**src/core/lcdp_defs.svh**
```systemverilog
// Constants of the LCD driver serial host port
// Function
// - Ignore I2C transfer on wrong select level
// - First byte after I2C address is control
// - Display bytes go to RAM at pointer
// - Only the addressed device drives acknowledge
// - I2C read address returns status byte
// - Status is 0101010 plus select level
// - Test mode status is 1111000 plus level
// - SPI receive-only, reset while enable high
// - SPI samples data on rising clock
// - SPI bytes are whole, MSB first
// - First SPI byte is subaddress, bit7 direction
// - Subaddress bits 6:5 must be 01
// - Byte after accepted subaddress is control
// - Control byte: continue flag, target select
// - Address 011100, select level, then R/W
`ifndef LCDP_DEFS_SVH
`define LCDP_DEFS_SVH

// ==========================================================
// Synchroniser order and idle levels
// ==========================================================
`define LCDP_SYNC_W      7
`define LCDP_SYNC_RST    7'h0f
`define LCDP_SI_SCL      0
`define LCDP_SI_SDA      1
`define LCDP_SI_CEN      2
`define LCDP_SI_SDI      3
`define LCDP_SI_STRAP    4
`define LCDP_SI_TEST     5
`define LCDP_SI_SPI      6

// ==========================================================
// Byte layouts and codes
// ==========================================================
`define LCDP_I2C_ADDR    6'h1c
`define LCDP_ADDR_HI     7
`define LCDP_ADDR_LO     2
`define LCDP_ADDR_SEL    1
`define LCDP_ADDR_RW     0
`define LCDP_SUB_RW      7
`define LCDP_SUB_HI      6
`define LCDP_SUB_LO      5
`define LCDP_SUB_CODE    2'h1
`define LCDP_CTRL_CO     7
`define LCDP_CTRL_RS_HI  6
`define LCDP_CTRL_RS_LO  5
`define LCDP_RS_CMD      2'h0
`define LCDP_RS_RAM      2'h1
`define LCDP_STAT_NORM   7'h2a
`define LCDP_STAT_TEST   7'h78
`define LCDP_BIT_LAST    3'h7
`define LCDP_MSB         7

`endif

```
**src/core/lcdp_pkg.sv**
```systemverilog
// Types of the LCD driver serial host port
package lcdp_pkg;
  typedef enum logic [3:0] {
    ST_IDLE,
    ST_ADDR,
    ST_ACK,
    ST_RX,
    ST_TX,
    ST_TXACK,
    ST_IGN,
    ST_SPI_SUB,
    ST_SPI_RX
  } lcdp_state_t;
endpackage

```
**src/core/lcdp_sync.sv**
```systemverilog
// Two-flop synchroniser bank for asynchronous port inputs
`timescale 1ns/1ps
module lcdp_sync #(
  parameter int          W       = 1,
  parameter logic [W-1:0] RST_VAL = '0
) (
  input  wire logic         CLK_SYS,
  input  wire logic         RST,
  input  wire logic [W-1:0] d_in,
  output logic      [W-1:0] q_out
);
  logic [W-1:0] meta_r;

  // ==========================================================
  // One two-stage chain per bit
  // ==========================================================
  for (genvar i = 0; i < W; i++) begin : g_bit
    always_ff @(posedge CLK_SYS) begin
      if (RST) begin
        meta_r[i] <= RST_VAL[i];
        q_out[i]  <= RST_VAL[i];
      end else begin
        meta_r[i] <= d_in[i];
        q_out[i]  <= meta_r[i];
      end
    end
  end
endmodule

```
**src/core/lcdp_host_port.sv**
```systemverilog
// Serial host port (I2C slave or write-only SPI) of an LCD segment driver
`timescale 1ns/1ps
`include "lcdp_defs.svh"
module lcdp_host_port (
  input  wire logic       CLK_SYS,
  input  wire logic       RST,
  input  wire logic       SPI_SEL,
  input  wire logic       SCL_IN,
  input  wire logic       SDA_IN,
  input  wire logic       CHIP_EN_N,
  input  wire logic       SERIAL_IN_LINE,
  input  wire logic       ADDR_SELECT_STRAP,
  input  wire logic       TEST_MODE,
  output logic            SDA_OUT,
  output logic            SDA_OE,
  output logic            BYTE_VALID,
  output logic [7:0]      BYTE_DATA,
  output logic            BYTE_IS_CTRL,
  output logic            MORE_CTRL_FLAG,
  output logic [1:0]      TARGET_SELECT,
  output logic            CMD_WR,
  output logic            RAM_WR,
  output logic            BUSY
);
  // ==========================================================
  // Input synchronisation and edge detection
  // ==========================================================
  logic [`LCDP_SYNC_W-1:0] s;
  logic scl_q_r, sda_q_r, ce_q_r;
  lcdp_sync #(.W(`LCDP_SYNC_W), .RST_VAL(`LCDP_SYNC_RST)) u_sync (
    .CLK_SYS (CLK_SYS),
    .RST     (RST),
    .d_in    ({SPI_SEL, TEST_MODE, ADDR_SELECT_STRAP, SERIAL_IN_LINE,
                CHIP_EN_N, SDA_IN, SCL_IN}),
    .q_out   (s)
  );
  wire logic scl_s   = s[`LCDP_SI_SCL];
  wire logic sda_s   = s[`LCDP_SI_SDA];
  wire logic ce_n_s  = s[`LCDP_SI_CEN];
  wire logic strap_s = s[`LCDP_SI_STRAP];
  wire logic spi_s   = s[`LCDP_SI_SPI];

  always_ff @(posedge CLK_SYS) begin
    if (RST) begin
      scl_q_r <= 1'b1;
      sda_q_r <= 1'b1;
      ce_q_r  <= 1'b1;
    end else begin
      scl_q_r <= scl_s;
      sda_q_r <= sda_s;
      ce_q_r  <= ce_n_s;
    end
  end

  wire logic scl_rise  = scl_s && !scl_q_r;
  wire logic scl_fall  = !scl_s && scl_q_r;
  // Data edges while clock stays high are bus conditions
  wire logic i2c_start = !spi_s && scl_s && scl_q_r && sda_q_r && !sda_s;
  wire logic i2c_stop  = !spi_s && scl_s && scl_q_r && !sda_q_r && sda_s;

  // ==========================================================
  // Shared byte assembly
  // ==========================================================
  lcdp_pkg::lcdp_state_t st_r;
  logic [2:0] cnt_r;
  logic [7:0] sh_r;
  logic [7:0] tx_r;
  logic       oe_r;
  logic       rw_r;
  logic       ctrl_exp_r;
  logic       more_r;
  logic [1:0] tgt_r;

  wire logic din = spi_s ? s[`LCDP_SI_SDI] : sda_s;
  wire logic rx_st = (st_r == lcdp_pkg::ST_ADDR) || (st_r == lcdp_pkg::ST_RX) ||
                     (st_r == lcdp_pkg::ST_SPI_SUB) || (st_r == lcdp_pkg::ST_SPI_RX);
  wire logic [7:0] full_byte = {sh_r[6:0], din};
  wire logic byte_done = rx_st && scl_rise && (cnt_r == `LCDP_BIT_LAST) &&
                         !(spi_s && ce_n_s);
  wire logic data_done = byte_done &&
                         ((st_r == lcdp_pkg::ST_RX) || (st_r == lcdp_pkg::ST_SPI_RX));
  wire logic addr_ok = (full_byte[`LCDP_ADDR_HI:`LCDP_ADDR_LO] == `LCDP_I2C_ADDR) &&
                       (full_byte[`LCDP_ADDR_SEL] == strap_s);
  wire logic sub_ok  = (full_byte[`LCDP_SUB_HI:`LCDP_SUB_LO] == `LCDP_SUB_CODE) &&
                       !full_byte[`LCDP_SUB_RW];
  // Plain net, not a function: a call would miss changes of the test flag
  wire logic [6:0] stat_fix = s[`LCDP_SI_TEST] ? `LCDP_STAT_TEST : `LCDP_STAT_NORM;
  wire logic [7:0] status   = {stat_fix, strap_s};
  // Control byte clears expectation; data byte re-arms it from the continue flag
  wire logic ctrl_exp_nxt = ctrl_exp_r ? 1'b0 : more_r;
  wire logic tx_load  = !spi_s && !i2c_start && !i2c_stop && (st_r == lcdp_pkg::ST_ACK) &&
                        scl_fall && oe_r && rw_r;
  wire logic tx_shift = !spi_s && !i2c_start && !i2c_stop && (st_r == lcdp_pkg::ST_TX) &&
                        scl_fall;

  always_ff @(posedge CLK_SYS) begin
    if (RST) begin
      sh_r <= 8'h00;
    end else if (rx_st && scl_rise) begin
      sh_r <= full_byte;
    end
  end

  always_ff @(posedge CLK_SYS) begin
    if (RST) begin
      tx_r <= 8'h00;
    end else if (tx_load) begin
      tx_r <= status;
    end else if (tx_shift) begin
      tx_r <= {tx_r[6:0], 1'b0};
    end
  end

  // ==========================================================
  // Transfer sequencer
  // ==========================================================
  always_ff @(posedge CLK_SYS) begin
    if (RST) begin
      st_r       <= lcdp_pkg::ST_IDLE;
      cnt_r      <= 3'h0;
      oe_r       <= 1'b0;
      rw_r       <= 1'b0;
      ctrl_exp_r <= 1'b0;
    end else if (spi_s) begin
      oe_r <= 1'b0;
      if (ce_n_s) begin
        st_r  <= lcdp_pkg::ST_IDLE;
        cnt_r <= 3'h0;
      end else if (ce_q_r) begin
        st_r  <= lcdp_pkg::ST_SPI_SUB;
        cnt_r <= 3'h0;
      end else if (scl_rise && rx_st) begin
        cnt_r <= cnt_r + 3'h1;
        if (byte_done && st_r == lcdp_pkg::ST_SPI_SUB) begin
          st_r       <= sub_ok ? lcdp_pkg::ST_SPI_RX : lcdp_pkg::ST_IGN;
          ctrl_exp_r <= 1'b1;
        end else if (byte_done) begin
          ctrl_exp_r <= ctrl_exp_nxt;
        end
      end
    end else if (i2c_start) begin
      // Repeated start restarts the access from any state
      st_r  <= lcdp_pkg::ST_ADDR;
      cnt_r <= 3'h0;
      oe_r  <= 1'b0;
    end else if (i2c_stop) begin
      st_r <= lcdp_pkg::ST_IDLE;
      oe_r <= 1'b0;
    end else begin
      case (st_r)
        lcdp_pkg::ST_ADDR, lcdp_pkg::ST_RX: begin
          if (scl_rise) begin
            cnt_r <= cnt_r + 3'h1;
            if (byte_done && st_r == lcdp_pkg::ST_ADDR) begin
              st_r       <= addr_ok ? lcdp_pkg::ST_ACK : lcdp_pkg::ST_IGN;
              rw_r       <= full_byte[`LCDP_ADDR_RW];
              ctrl_exp_r <= 1'b1;
            end else if (byte_done) begin
              st_r       <= lcdp_pkg::ST_ACK;
              ctrl_exp_r <= ctrl_exp_nxt;
            end
          end
        end
        lcdp_pkg::ST_ACK: begin
          if (scl_fall && !oe_r) begin
            oe_r <= 1'b1;
          end else if (scl_fall && rw_r) begin
            st_r  <= lcdp_pkg::ST_TX;
            cnt_r <= 3'h0;
            oe_r  <= !status[`LCDP_MSB];
          end else if (scl_fall) begin
            st_r  <= lcdp_pkg::ST_RX;
            cnt_r <= 3'h0;
            oe_r  <= 1'b0;
          end
        end
        lcdp_pkg::ST_TX: begin
          if (scl_fall && cnt_r == `LCDP_BIT_LAST) begin
            st_r <= lcdp_pkg::ST_TXACK;
            oe_r <= 1'b0;
          end else if (scl_fall) begin
            cnt_r <= cnt_r + 3'h1;
            oe_r  <= !tx_r[6];
          end
        end
        lcdp_pkg::ST_TXACK: begin
          // Only one status byte; further clocks see a released line
          if (scl_rise) begin
            st_r <= lcdp_pkg::ST_IGN;
          end
        end
        default: begin
          oe_r <= 1'b0;
        end
      endcase
    end
  end

  // ==========================================================
  // Core-side byte hand-off
  // ==========================================================
  always_ff @(posedge CLK_SYS) begin
    if (RST) begin
      BYTE_VALID     <= 1'b0;
      BYTE_DATA      <= 8'h00;
      BYTE_IS_CTRL   <= 1'b0;
      more_r         <= 1'b0;
      tgt_r          <= `LCDP_RS_CMD;
      CMD_WR         <= 1'b0;
      RAM_WR         <= 1'b0;
    end else begin
      BYTE_VALID <= data_done;
      CMD_WR     <= data_done && !ctrl_exp_r && (tgt_r == `LCDP_RS_CMD);
      RAM_WR     <= data_done && !ctrl_exp_r && (tgt_r == `LCDP_RS_RAM);
      if (data_done) begin
        BYTE_DATA    <= full_byte;
        BYTE_IS_CTRL <= ctrl_exp_r;
      end
      if (data_done && ctrl_exp_r) begin
        more_r <= full_byte[`LCDP_CTRL_CO];
        tgt_r  <= full_byte[`LCDP_CTRL_RS_HI:`LCDP_CTRL_RS_LO];
      end
    end
  end

  always_ff @(posedge CLK_SYS) begin
    if (RST) begin
      SDA_OUT <= 1'b0;
      SDA_OE  <= 1'b0;
      BUSY    <= 1'b0;
    end else begin
      SDA_OUT <= 1'b0;
      SDA_OE  <= oe_r;
      BUSY    <= (st_r != lcdp_pkg::ST_IDLE);
    end
  end

  assign MORE_CTRL_FLAG = more_r;
  assign TARGET_SELECT  = tgt_r;
endmodule

```
**config.mk**
```make
export PLATFORM = sky130hd
export DESIGN_NAME = lcdp_host_port
export DESIGN_NICKNAME = d
export VERILOG_FILES = /design/src/core/lcdp_pkg.sv /design/src/core/lcdp_sync.sv /design/src/core/lcdp_host_port.sv
export VERILOG_INCLUDE_DIRS = /design/src /design/src/core
export SDC_FILE = /design/constraint.sdc
export NUM_CORES = 1
export LEC_CHECK = 0
export ABC_CLOCK_PERIOD_IN_PS = 2400
export BUFFER_PORTS_ARGS = -buffer_cell sky130_fd_sc_hd__buf_2
export CAP_MARGIN = 20
export CORE_MARGIN = 3
export CORE_UTILIZATION = 35
export DETAILED_ROUTE_END_ITERATION = 7
export GPL_ROUTABILITY_DRIVEN = 0
export MAX_ROUTING_LAYER = met4
export PLACE_DENSITY = 0.54
export SLEW_MARGIN = 5
export SYNTH_ARGS = -nofsm -noshare
export SYNTH_HDL_FRONTEND = slang
export SYNTH_SLANG_ARGS = --single-unit
```
**constraint.sdc**
```tcl
create_clock -name CLK_SYS -period 2.4 [get_ports CLK_SYS]
set_input_delay 0 -clock CLK_SYS [delete_from_list [all_inputs] [get_ports CLK_SYS]]
set_output_delay 0 -clock CLK_SYS [all_outputs]
set_load 0.1 [all_outputs]
```
======== Word level (Yosys, flattened, before mapping) ========
Cells that the tools add are included.
storage, ports and cells
  output and inout bits ................... 18
  bits in registers ....................... 58
  logic and storage cells ................. 188
operators by class
  eq/ne operators ......................... 33
  mux-type cells .......................... 53
  $add $sub $neg .......................... 1
  bitwise gates (word level) .............. 4
  reduce and logical (&&, ||, !) cells .... 64
operators by type and width
  operator                                                                count
  4-bit two-way mux                                                       16
  3-bit two-way mux                                                       13
  1-bit logical AND                                                       32
  7-bit two-way mux                                                       3
  1-bit two-way mux                                                       18
  4-bit by 3-bit != test with 1-bit output (second input constant)        4
  4-bit case mux with 4 select lines                                      1
  5-bit by 4-bit != test with 1-bit output (second input constant)        3
  1-bit zero test                                                         13
  4-bit by 3-bit equality test with 1-bit output (second input constant)  3
  5-bit by 3-bit != test with 1-bit output (second input constant)        2
  3-bit case mux with 3 select lines                                      1
  9-bit AND reduction                                                     1
  4-bit by 2-bit equality test with 1-bit output (second input constant)  2
  4-bit != test (second input constant)                                   2
  8-bit AND reduction                                                     1
  7-bit AND reduction                                                     1
  7-bit nonzero test                                                      1
  6-bit by 5-bit equality test with 1-bit output (second input constant)  1
  2-bit != test (second input constant)                                   3
  3-bit by 2-bit != test with 1-bit output (second input constant)        2
  6-bit by 4-bit != test with 1-bit output (second input constant)        1
  6-bit by 5-bit != test with 1-bit output (second input constant)        1
  6-bit AND reduction                                                     1
  other kinds (19)                                                        29

======== Longest topological paths before layout ========
Gate-level depths: netlist (run 1).
  depth in word-level cells ............... 14
  mapped depth ............................ 8
  mapped depth without buffers ............ 8

======== By module ========
From an unflattened synthesis (run 1), not the netlist that was laid out.
unflattened totals
  cells, all modules ...................... 285
  area, all modules ....................... 2617.5 µm²
by module, submodules not included
  module          times used  area each (µm²)  sequential area each (µm²)  cells each
  lcdp_host_port  1           2233.4           880.8                       256
  lcdp_sync       1           384.1            280.3                       29

======== Worst setup path before layout (run 1) ========
OpenSTA, ideal clock, no wires.
  path kind ............................... register to register
  start point ............................. reg st_r[0]
  end point ............................... reg cnt_r[0]
  stages on the path, launching flop included .. 7
  path buffers ............................ 0
  period minus slack after synthesis ...... 2223 ps
  slack ................................... 177 ps
  arrival time ............................ 2100 ps
  cells stage by stage .................... dfxtp_1 or4b_4 or3_1 a21boi_1 o22a_1 o211ai_2 mux2_1
on the way
  longest elaborated chain between the ends .. 7
  elaborated cells on any way between the ends .. 23
  classes of those cells .................. eq/ne: 12; mux: 4; reduce/logical: 7
ends and longest elaborated chain
  what                                                                                                                     RTL line                                     source
  from (decl)                                                                                                              lcdp_host_port.sv:64                         lcdp_pkg::lcdp_state_t st_r;
  from (signal assigned)                                                                                                   lcdp_host_port.sv:119                        st_r <= lcdp_pkg::ST_IDLE;
  from (signal assigned)                                                                                                   lcdp_host_port.sv:127                        st_r <= lcdp_pkg::ST_IDLE;
  from (signal assigned)                                                                                                   lcdp_host_port.sv:130                        st_r <= lcdp_pkg::ST_SPI_SUB;
  4-bit by 1-bit equality test with 1-bit output / 4-bit by 2-bit equality test with 1-bit output (equally long branches)  lcdp_host_port.sv:75, lcdp_host_port.sv:150
  1-bit logical OR (2 in a row)                                                                                            lcdp_host_port.sv:75                         wire logic rx_st = (st_r == lcdp_pkg::ST_ADDR) || (st_r == lcdp_pkg::ST_RX) ||
  1-bit logical OR                                                                                                         lcdp_host_port.sv:76                         (st_r == lcdp_pkg::ST_SPI_SUB) || (st_r == lcdp_pkg::ST_SPI_RX);
  1-bit logical AND                                                                                                        lcdp_host_port.sv:132                        end else if (scl_rise && rx_st) begin
  4-bit != test (no line)                                                                                                  n/a
  8-bit AND reduction (no line)                                                                                            n/a
  to (signal assigned)                                                                                                     lcdp_host_port.sv:133                        cnt_r <= cnt_r + 3'h1;
  to (signal assigned)                                                                                                     lcdp_host_port.sv:153                        cnt_r <= cnt_r + 3'h1;
  to (signal assigned)                                                                                                     lcdp_host_port.sv:182                        cnt_r <= cnt_r + 3'h1;
  to (decl)                                                                                                                lcdp_host_port.sv:65                         logic [2:0] cnt_r;
Parallel ways exist; a longest one is shown, timed or not. The select of a mux whose other input is x is not followed.
A chain may end at the register's enable or synchronous reset.

======== Worst setup path after layout (run 1) ========
  start point ............................. reg st_r[1]
  end point ............................... reg st_r[3]
on the way
  longest elaborated chain between the ends .. 14
  elaborated cells on any way between the ends .. 32
  classes of those cells .................. eq/ne: 15; mux: 6; reduce/logical: 11
ends and longest elaborated chain
  what                                                                                                                     RTL line                                                            source
  4-bit by 1-bit equality test with 1-bit output / 4-bit by 2-bit equality test with 1-bit output (equally long branches)  lcdp_host_port.sv:75, lcdp_host_port.sv:150, lcdp_host_port.sv:154
  1-bit logical OR (2 in a row)                                                                                            lcdp_host_port.sv:75
  1-bit logical OR                                                                                                         lcdp_host_port.sv:76
  1-bit logical AND                                                                                                        lcdp_host_port.sv:78, lcdp_host_port.sv:132
  1-bit logical AND (2 in a row)                                                                                           lcdp_host_port.sv:78                                                wire logic byte_done = rx_st && scl_rise && (cnt_r == `LCDP_BIT_LAST) &&
  1-bit logical AND                                                                                                        lcdp_host_port.sv:154                                               if (byte_done && st_r == lcdp_pkg::ST_ADDR) begin
  4-bit two-way mux                                                                                                        lcdp_host_port.sv:154
  4-bit two-way mux                                                                                                        lcdp_host_port.sv:152                                               if (scl_rise) begin
  4-bit case mux with 4 select lines                                                                                       lcdp_host_port.sv:150                                               case (st_r)
  4-bit two-way mux                                                                                                        lcdp_host_port.sv:146                                               end else if (i2c_stop) begin
  4-bit two-way mux                                                                                                        lcdp_host_port.sv:141                                               end else if (i2c_start) begin
  4-bit two-way mux                                                                                                        lcdp_host_port.sv:124                                               end else if (spi_s) begin
Parallel ways exist; a longest one is shown, timed or not. The select of a mux whose other input is x is not followed.

==> metrics.cfg, run 1 <==
[synthesis]
async_flop_share_pct=0
seq_area_frac_synth_pct=44.15
synthDistinctLibCells=58
avgSynthCellArea_sq_um=8.738
yosys_register_bits=58
yosysWarnings=0
synth-main-ff-cell=dfxtp_1
synth_cells=301
synth_edf_count=0
yosysTopAreaCell=dfxtp_1
syn-cell-area_sq_um=2630
netlist.area_leader.share_pct=44.15
synth.area.top_cells=dfxtp_1, mux2i_1, nor2_1, a21oi_1, nand2_1
syn_nets=312

[cells_and_area]
nets=358
drive_gt1_share_pct=25.36
area_delta_synth_final_pct=23.74
stdcell_count=447
antenna_cells=0
fin_util_pct=46.36
final_area_sq_um=3254

[sta]
period_needed_ns=2.271
maxSlewViolCount=0
grt_setup_unrepaired=no
fin_setup_tns_ns=0
maxSlewHeadroom_pct=60.40
finalHoldViolations=0
worst_pin_slew_ns=0.5940
fmax_mhz=440.3
min_period_over_period_pct=94.64
finalSetupViolations=0
skew_ns=0.006137

[setup_path]
critPathTopFamily=compound AO/OA/AOI/OAI gates
rrSetupSlack_ns=0.13
required_ns=2.65
cp-end-kind=flip-flop
critPathMaxStageDelay_ns=0.51
cp_num_buf_inv=0
reg2reg_depth=6
cp_slowest_cell=or4_1
crit_path_max_fanout=10
path_class=flip-flop to flip-flop
worstPathCellList=nand2b_1 -> o32ai_4 -> a31oi_1 -> a2111o_1 -> or4_1 -> a21oi_1
critical_path_arrival_ns=2.52
rr_endpoint=st_r[3]$_SDFFE_PP0P_
regToRegStartpoint=st_r[1]$_SDFFE_PP0P_
cp-start-kind=flip-flop
cp.depth=6

[grt]
grt_pass1_wl_um=10100
met3_usage_pct=5.118
grt-busiest-layer=met2
grt_use_total_pct=15.25
met2_usage_pct=22.60
antenna_found_initial=0
use_met1_pct=19.92
grt_max_degree=37
grt_overflow=0
grt_pass1_vias=2129

[clock_network]
cts_tree=done
clkTransAtPathRegs_ns=0.07
clock_sinks=58
numCtsBuffers=9
clk_path_buf_depth=2
cts_max_level=3
worstSkewPairLatency_ns=0.33
clock-root-buffer=clkbuf_8

[routing]
vias=2260
via_per_inst=5.056
drt_wl_total_um=5920
dr.pass1.iters=4
ant_nets=0
drt_iter0_drc=145
drc=0
wire_per_inst_um=13.24

[placement]
io_buffers=25
dp_hpwl_um=4235
dp.cells=423
place_area_sq_um=2947

[worst_hold_path]
worstHoldStart=RST
hold_depth=2
holdCritPathClass=input port to flip-flop
worstHoldEndpoint=TARGET_SELECT[0]$_SDFFE_PP0P_

[floorplan]
die_h_um=92.69
ios=27
core_sq_um=7019
die_area_sq_um=8591
die_x_um=92.69
floorplan.initialDensity_pct=37.47
rows=30

[pwr]
leakagePower_nw=1.407
ir_worst_vdd_v=0.0003889
p_per_area_nw_per_um2=878.5
p_total_w=0.002859

[status]
status=complete, no violations

[flow_run]
cap_violations=0

==> final cells by class <==
class / instances / area (sq um)
Inverter: 4 / 15.01
Clock buffer: 11 / 141.4
Tap cell: 96 / 120.1
Fill cell: 687 / 3765
Timing Repair Buffer: 55 / 367.9
Multi-Input combinational cell: 219 / 1369
Sequential cell: 58 / 1165
Clock inverter: 4 / 76.32
==> Yosys cell counts, drive strengths merged (2+ instances only) <==
| master | n |
|---|---|
| a2111oi | 2 |
| a211oi | 4 |
| a21boi | 2 |
| a21oi | 25 |
| a311oi | 2 |
| a31oi | 4 |
| and2b | 2 |
| and3 | 3 |
| and3b | 2 |
| buf | 7 |
| clkbuf | 13 |
| dfxtp | 58 |
| ha | 2 |
| inv | 4 |
| mux2 | 3 |
| mux2i | 15 |
| nand2 | 25 |
| nand2b | 6 |
| nand3 | 4 |
| nor2 | 37 |
| nor2b | 14 |
| nor3 | 14 |
| nor3b | 2 |
| o2111a | 2 |
| o21ai | 7 |
| o22a | 2 |
| o22ai | 2 |
| o32ai | 2 |
| or2 | 13 |
| or3 | 3 |
| or4b | 2 |
| xor2 | 2 |
==> report_power, final <==
part | internal, W | total, W | switching, W
registers | 0.00103 | 0.00110 | 0.0000740
logic | 0.000343 | 0.000770 | 0.000427
clock network | 0.000609 | 0.000988 | 0.000378
total | 0.00198 | 0.00286 | 0.000880
==> flip-flops by register name, summed over array words and instances (netlist names), 2 cells and up <==
| register | cells |
|---|---|
| BYTE_DATA | 8 |
| TARGET_SELECT | 2 |
| cnt_r | 3 |
| sh_r | 7 |
| st_r | 4 |
| tx_r | 7 |
| u_sync.meta_r | 7 |
| u_sync.q_out | 7 |
==> timing repair <==
action                                  CTS  global route
setup buffers                             0             2
hold endpoints to repair                  7             0
endpoints found under the setup margin    0             4
resized for setup                         0             4
hold buffers                              7             0
==> worst max path at each step <==
stage | startpoint | endpoint | slack, ns
floorplan | st_r[0]$_SDFFE_PP0P_ | cnt_r[0]$_SDFFE_PP0P_ | 0.18
CTS | st_r[3]$_SDFFE_PP0P_ | st_r[3]$_SDFFE_PP0P_ | 0.11
finish | st_r[1]$_SDFFE_PP0P_ | st_r[3]$_SDFFE_PP0P_ | 0.13
global route | st_r[1]$_SDFFE_PP0P_ | st_r[3]$_SDFFE_PP0P_ | 0.01
detailed placement | st_r[3]$_SDFFE_PP0P_ | st_r[3]$_SDFFE_PP0P_ | 0.13
global placement | st_r[3]$_SDFFE_PP0P_ | st_r[3]$_SDFFE_PP0P_ | 0.17
==> worst reg2reg max path: cells and delay by family, from the launching register on <==
family | cells | cell delay, ns
AND/OR/NAND/NOR | 2 | 0.72
flip-flops | 1 | 0.37
AO/OA/AOI/OAI | 4 | 1.11
==> through the flow <==
stage / setup WS (ns) / hold WS (ns)
floorplan: 0.1768 / 0.1038
global placement: 0.1690 / 0.1834
detailed placement: 0.1297 / 0.1892
CTS: 0.1113 / 0.1684
global route: 0.01318 / 0.2111
finish: 0.1287 / 0.1667
==> layer usage <==
layer  wire (um)  up-vias
met5           0        -
met4          47        0
met3         259        6
met2        2642       53
met1        2970     1048
li1            -     1153
==> cell usage in the layout (no fill, tap or decap), drive strengths merged, types with 6 or more instances in the layout <==
cell type / Yosys / final
dfxtp: 58 / 58
buf: 7 / 48
nor2: 37 / 37
a21oi: 25 / 25
nand2: 25 / 25
mux2i: 15 / 15
nor3: 14 / 14
nor2b: 14 / 14
or2: 13 / 13
clkbuf: 13 / 11
o21ai: 7 / 7
dlygate4sd3: 0 / 7
nand2b: 6 / 6
==> kinds of logic after synthesis <==
group / after synthesis / share of synthesized area (%)
adder cells (fa/ha/maj): 2 / 0.9513
flip-flops: 58 / 44.15
AND/OR/NAND/NOR: 134 / 26.83
multiplexers: 18 / 6.993
AO/OA/AOI/OAI: 62 / 16.41
XOR/XNOR: 2 / 0.6662
other: 1 / 0.1426
buffers and inverters: 24 / 3.853
(Power assumes the default switching activity.)
==> inputs of run 2 (changes only) <==
--- a/config.mk
+++ b/config.mk
@@ -15,7 +15,9 @@
 export GPL_ROUTABILITY_DRIVEN = 0
 export MAX_ROUTING_LAYER = met4
 export PLACE_DENSITY = 0.54
+export RECOVER_POWER = 25
 export SLEW_MARGIN = 5
 export SYNTH_ARGS = -nofsm -noshare
 export SYNTH_HDL_FRONTEND = slang
+export SYNTH_HIERARCHICAL = 1
 export SYNTH_SLANG_ARGS = --single-unit
==> run 2 against run 1 <==
Net effect: critical path depth down 1; worst setup slack improved by 0.14 ns; combinational power down 59%; sequential share of layout area is 1.6 points higher; fmax grew 6.4%; area after synthesis down 0.48%; utilization down 2.1 points; critical path type unchanged; highest routed layer unchanged.
==> metrics.cfg, run 2 <==
[status]
status=complete, no violations

[sta]
grt_setup_unrepaired=no
finalSetupViolations=0
maxSlewViolCount=0
fin_setup_tns_ns=0
min_period_over_period_pct=88.98
maxSlewHeadroom_pct=25.51
hold_slack_ns=0.3474
skew_ns=0.009439
worst_slack_ns=0.2645
worst_pin_slew_ns=1.117
fmax_mhz=468.3
period_needed_ns=2.136
finalHoldViolations=0

[routing]
wire_per_inst_um=13.82
vias=2166
drt_iter0_drc=299
drt_wl_total_um=5761
drc=0
ant_nets=0
dr.pass1.iters=4
via_per_inst=5.194

[synthesis]
synth-main-ff-cell=dfxtp_1
yosys-top-cells-count=dfxtp_1, nor2_1, a21oi_1
synth_cells=285
synthMuxAreaShare_pct=6.931
yosys_register_bits=58
netlist.area_leader.share_pct=44.36
syn_nets=296
synth-xor-area-share_pct=0.6692
seq_area_frac_synth_pct=44.36
synth_top_family_by_area=simple AND/OR/NAND/NOR gates
synth_edf_count=0
yosysTopAreaCell=dfxtp_1
yosysWarnings=6
synth.most_common_cell=dfxtp_1
synth-compound-area-share_pct=16.20
synth.area.top_cells=dfxtp_1, mux2i_1, a21oi_1, nor2_1, nand2_1
avgSynthCellArea_sq_um=9.184
synthAdderAreaFrac_pct=0.9560
async_flop_share_pct=0
synthSimpleGateAreaFrac_pct=26.34
synthDistinctLibCells=57
syn-cell-area_sq_um=2618

[cells_and_area]
drive_gt1_share_pct=17.45
area_delta_synth_final_pct=18.64
final_common_cell=dfxtp_1
most-common-layout-cells=dfxtp_1, nor2_1, buf_2
stdcell_count=417
nets=327
antenna_cells=0
largest_reg_flops=8
fillers=702
largest_register=BYTE_DATA

[setup_path]
rrSetupSlack_ns=0.26
rr_endpoint=cnt_r[0]$_SDFFE_PP0P_
cp_slowest_cell=dfxtp_1
critical_path_arrival_ns=2.35
reg2reg_depth=5
path_class=flip-flop to flip-flop
critPathMaxStageDelay_ns=0.63
worstPathCellList=nand2b_1 -> a21oi_1 -> nor2_1 -> o221ai_2 -> mux2i_1
required_ns=2.61
cp-end-kind=flip-flop
regToRegStartpoint=st_r[1]$_SDFFE_PP0P_
crit_path_max_fanout=16
cp-start-kind=flip-flop

[floorplan]
floorplan.initialDensity_pct=37.29
core_sq_um=7019
rows=30
die_x_um=92.48
die_h_um=92.48
die_area_sq_um=8553
ios=27

[placement]
io_buffers=25
dp.cells=394
dp_hpwl_um=4008
pre_cts_ws_ns=0.2784

[grt]
grt_max_degree=26
antenna_found_initial=0
grt_use_total_pct=14.78
grt_pass1_vias=1968
grt_pass1_wl_um=9680
grt_overflow=0

[clock_network]
clock-root-buffer=clkbuf_8
clkTransAtPathRegs_ns=0.06
clock_sinks=58
clk_path_buf_depth=2
cts_setup_buffers=0
hold_buffers=7
cts_resized=0
worstSkewPairLatency_ns=0.34
cts_tree=done
cts_max_level=3
numCtsBuffers=9

[worst_hold_path]
holdCritPathClass=input port to flip-flop
hold_depth=2
worstHoldEndpoint=BYTE_DATA[2]$_SDFFE_PP0N_
worstHoldStart=RST

[pwr]
ir_worst_vdd_v=0.0003853
p_total_w=0.002388
p_per_area_nw_per_um2=768.9
leakagePower_nw=1.296

[flow_run]
cap_violations=0

-- run 2: cell count changes after synthesis, sizes merged, moves of 3 or more --
cell and delta:
nor2 -8, or3 -3, a22oi +4, nor4b +5
o21ai +3, nand2 -5, nor3 -4, clkbuf -5
a21oi -3, a31oi -3, buf +3, nor2b -6
-- run 2: kinds of logic after synthesis --
logic type	after synthesis
compound gates	61
xor+xnor	2
fa+ha+maj	2
buf+inv	23
flops	58
mux	18
other cells	1
simple gates	120
-- run 2: final cells by class --
| class | instances | area, sq um | area share, % |
|---|---|---|---|
| clock buffers | 12 | 155.1 | 4.996 |
| clock inverters | 4 | 73.82 | 2.377 |
| inverters | 5 | 18.77 | 0.6044 |
| multi-input cells | 204 | 1341 | 43.19 |
| flip-flops and latches | 58 | 1161 | 37.39 |
| well taps | 96 | 120.1 | 3.868 |
| repair buffers | 38 | 235.2 | 7.575 |
-- run 2: stage by stage --
step / utilization [%] / area (sq um)
6_report: 44.24 / 3105
5_1_grt: 44.24 / 3105
4_1_cts: 44.31 / 3110
3_5_place_dp: 40.05 / 2811
3_3_place_gp: 40.05 / 2811
2_1_floorplan: - / 2618
-- run 2: critical path, delay by kind of cell, from the launching register on --
kind             cells  cell delay [ns]
AND/OR/NAND/NOR      2             0.80
flip-flops           1             0.63
AO/OA/AOI/OAI        2             0.41
multiplexers         1             0.16
-- run 2: how the worst max path moves through the flow --
stage                                    start                     to  slack [ns]  cells after the start
CTS                       st_r[1]$_SDFFE_PP0P_  cnt_r[0]$_SDFFE_PP0P_        0.27                      5
global route              st_r[1]$_SDFFE_PP0P_  cnt_r[0]$_SDFFE_PP0P_        0.13                      5
finish                    st_r[1]$_SDFFE_PP0P_  cnt_r[0]$_SDFFE_PP0P_        0.26                      5
global placement          st_r[1]$_SDFFE_PP0P_  cnt_r[1]$_SDFFE_PP0P_        0.27                      5
detailed placement        st_r[1]$_SDFFE_PP0P_  cnt_r[0]$_SDFFE_PP0P_        0.28                      5
floorplan           u_sync/q_out[0]$_SDFF_PP1_   tx_r[0]$_SDFFE_PP0P_        0.66                      6
-- run 2: where the power goes --
group          leakage, nW  internal, W  switching [W]
Combinational        0.707     0.000124       0.000191
Clock                0.117     0.000641       0.000379
Sequential           0.472     0.000997      0.0000551
Total                 1.30      0.00176       0.000625
-- run 2: metal layers --
layer	global-route usage [%]	share of wire, %
met1	19.79	49
met3	5.037	5.6
met5	-	0
met2	19.94	44
met4	6.683	1.2
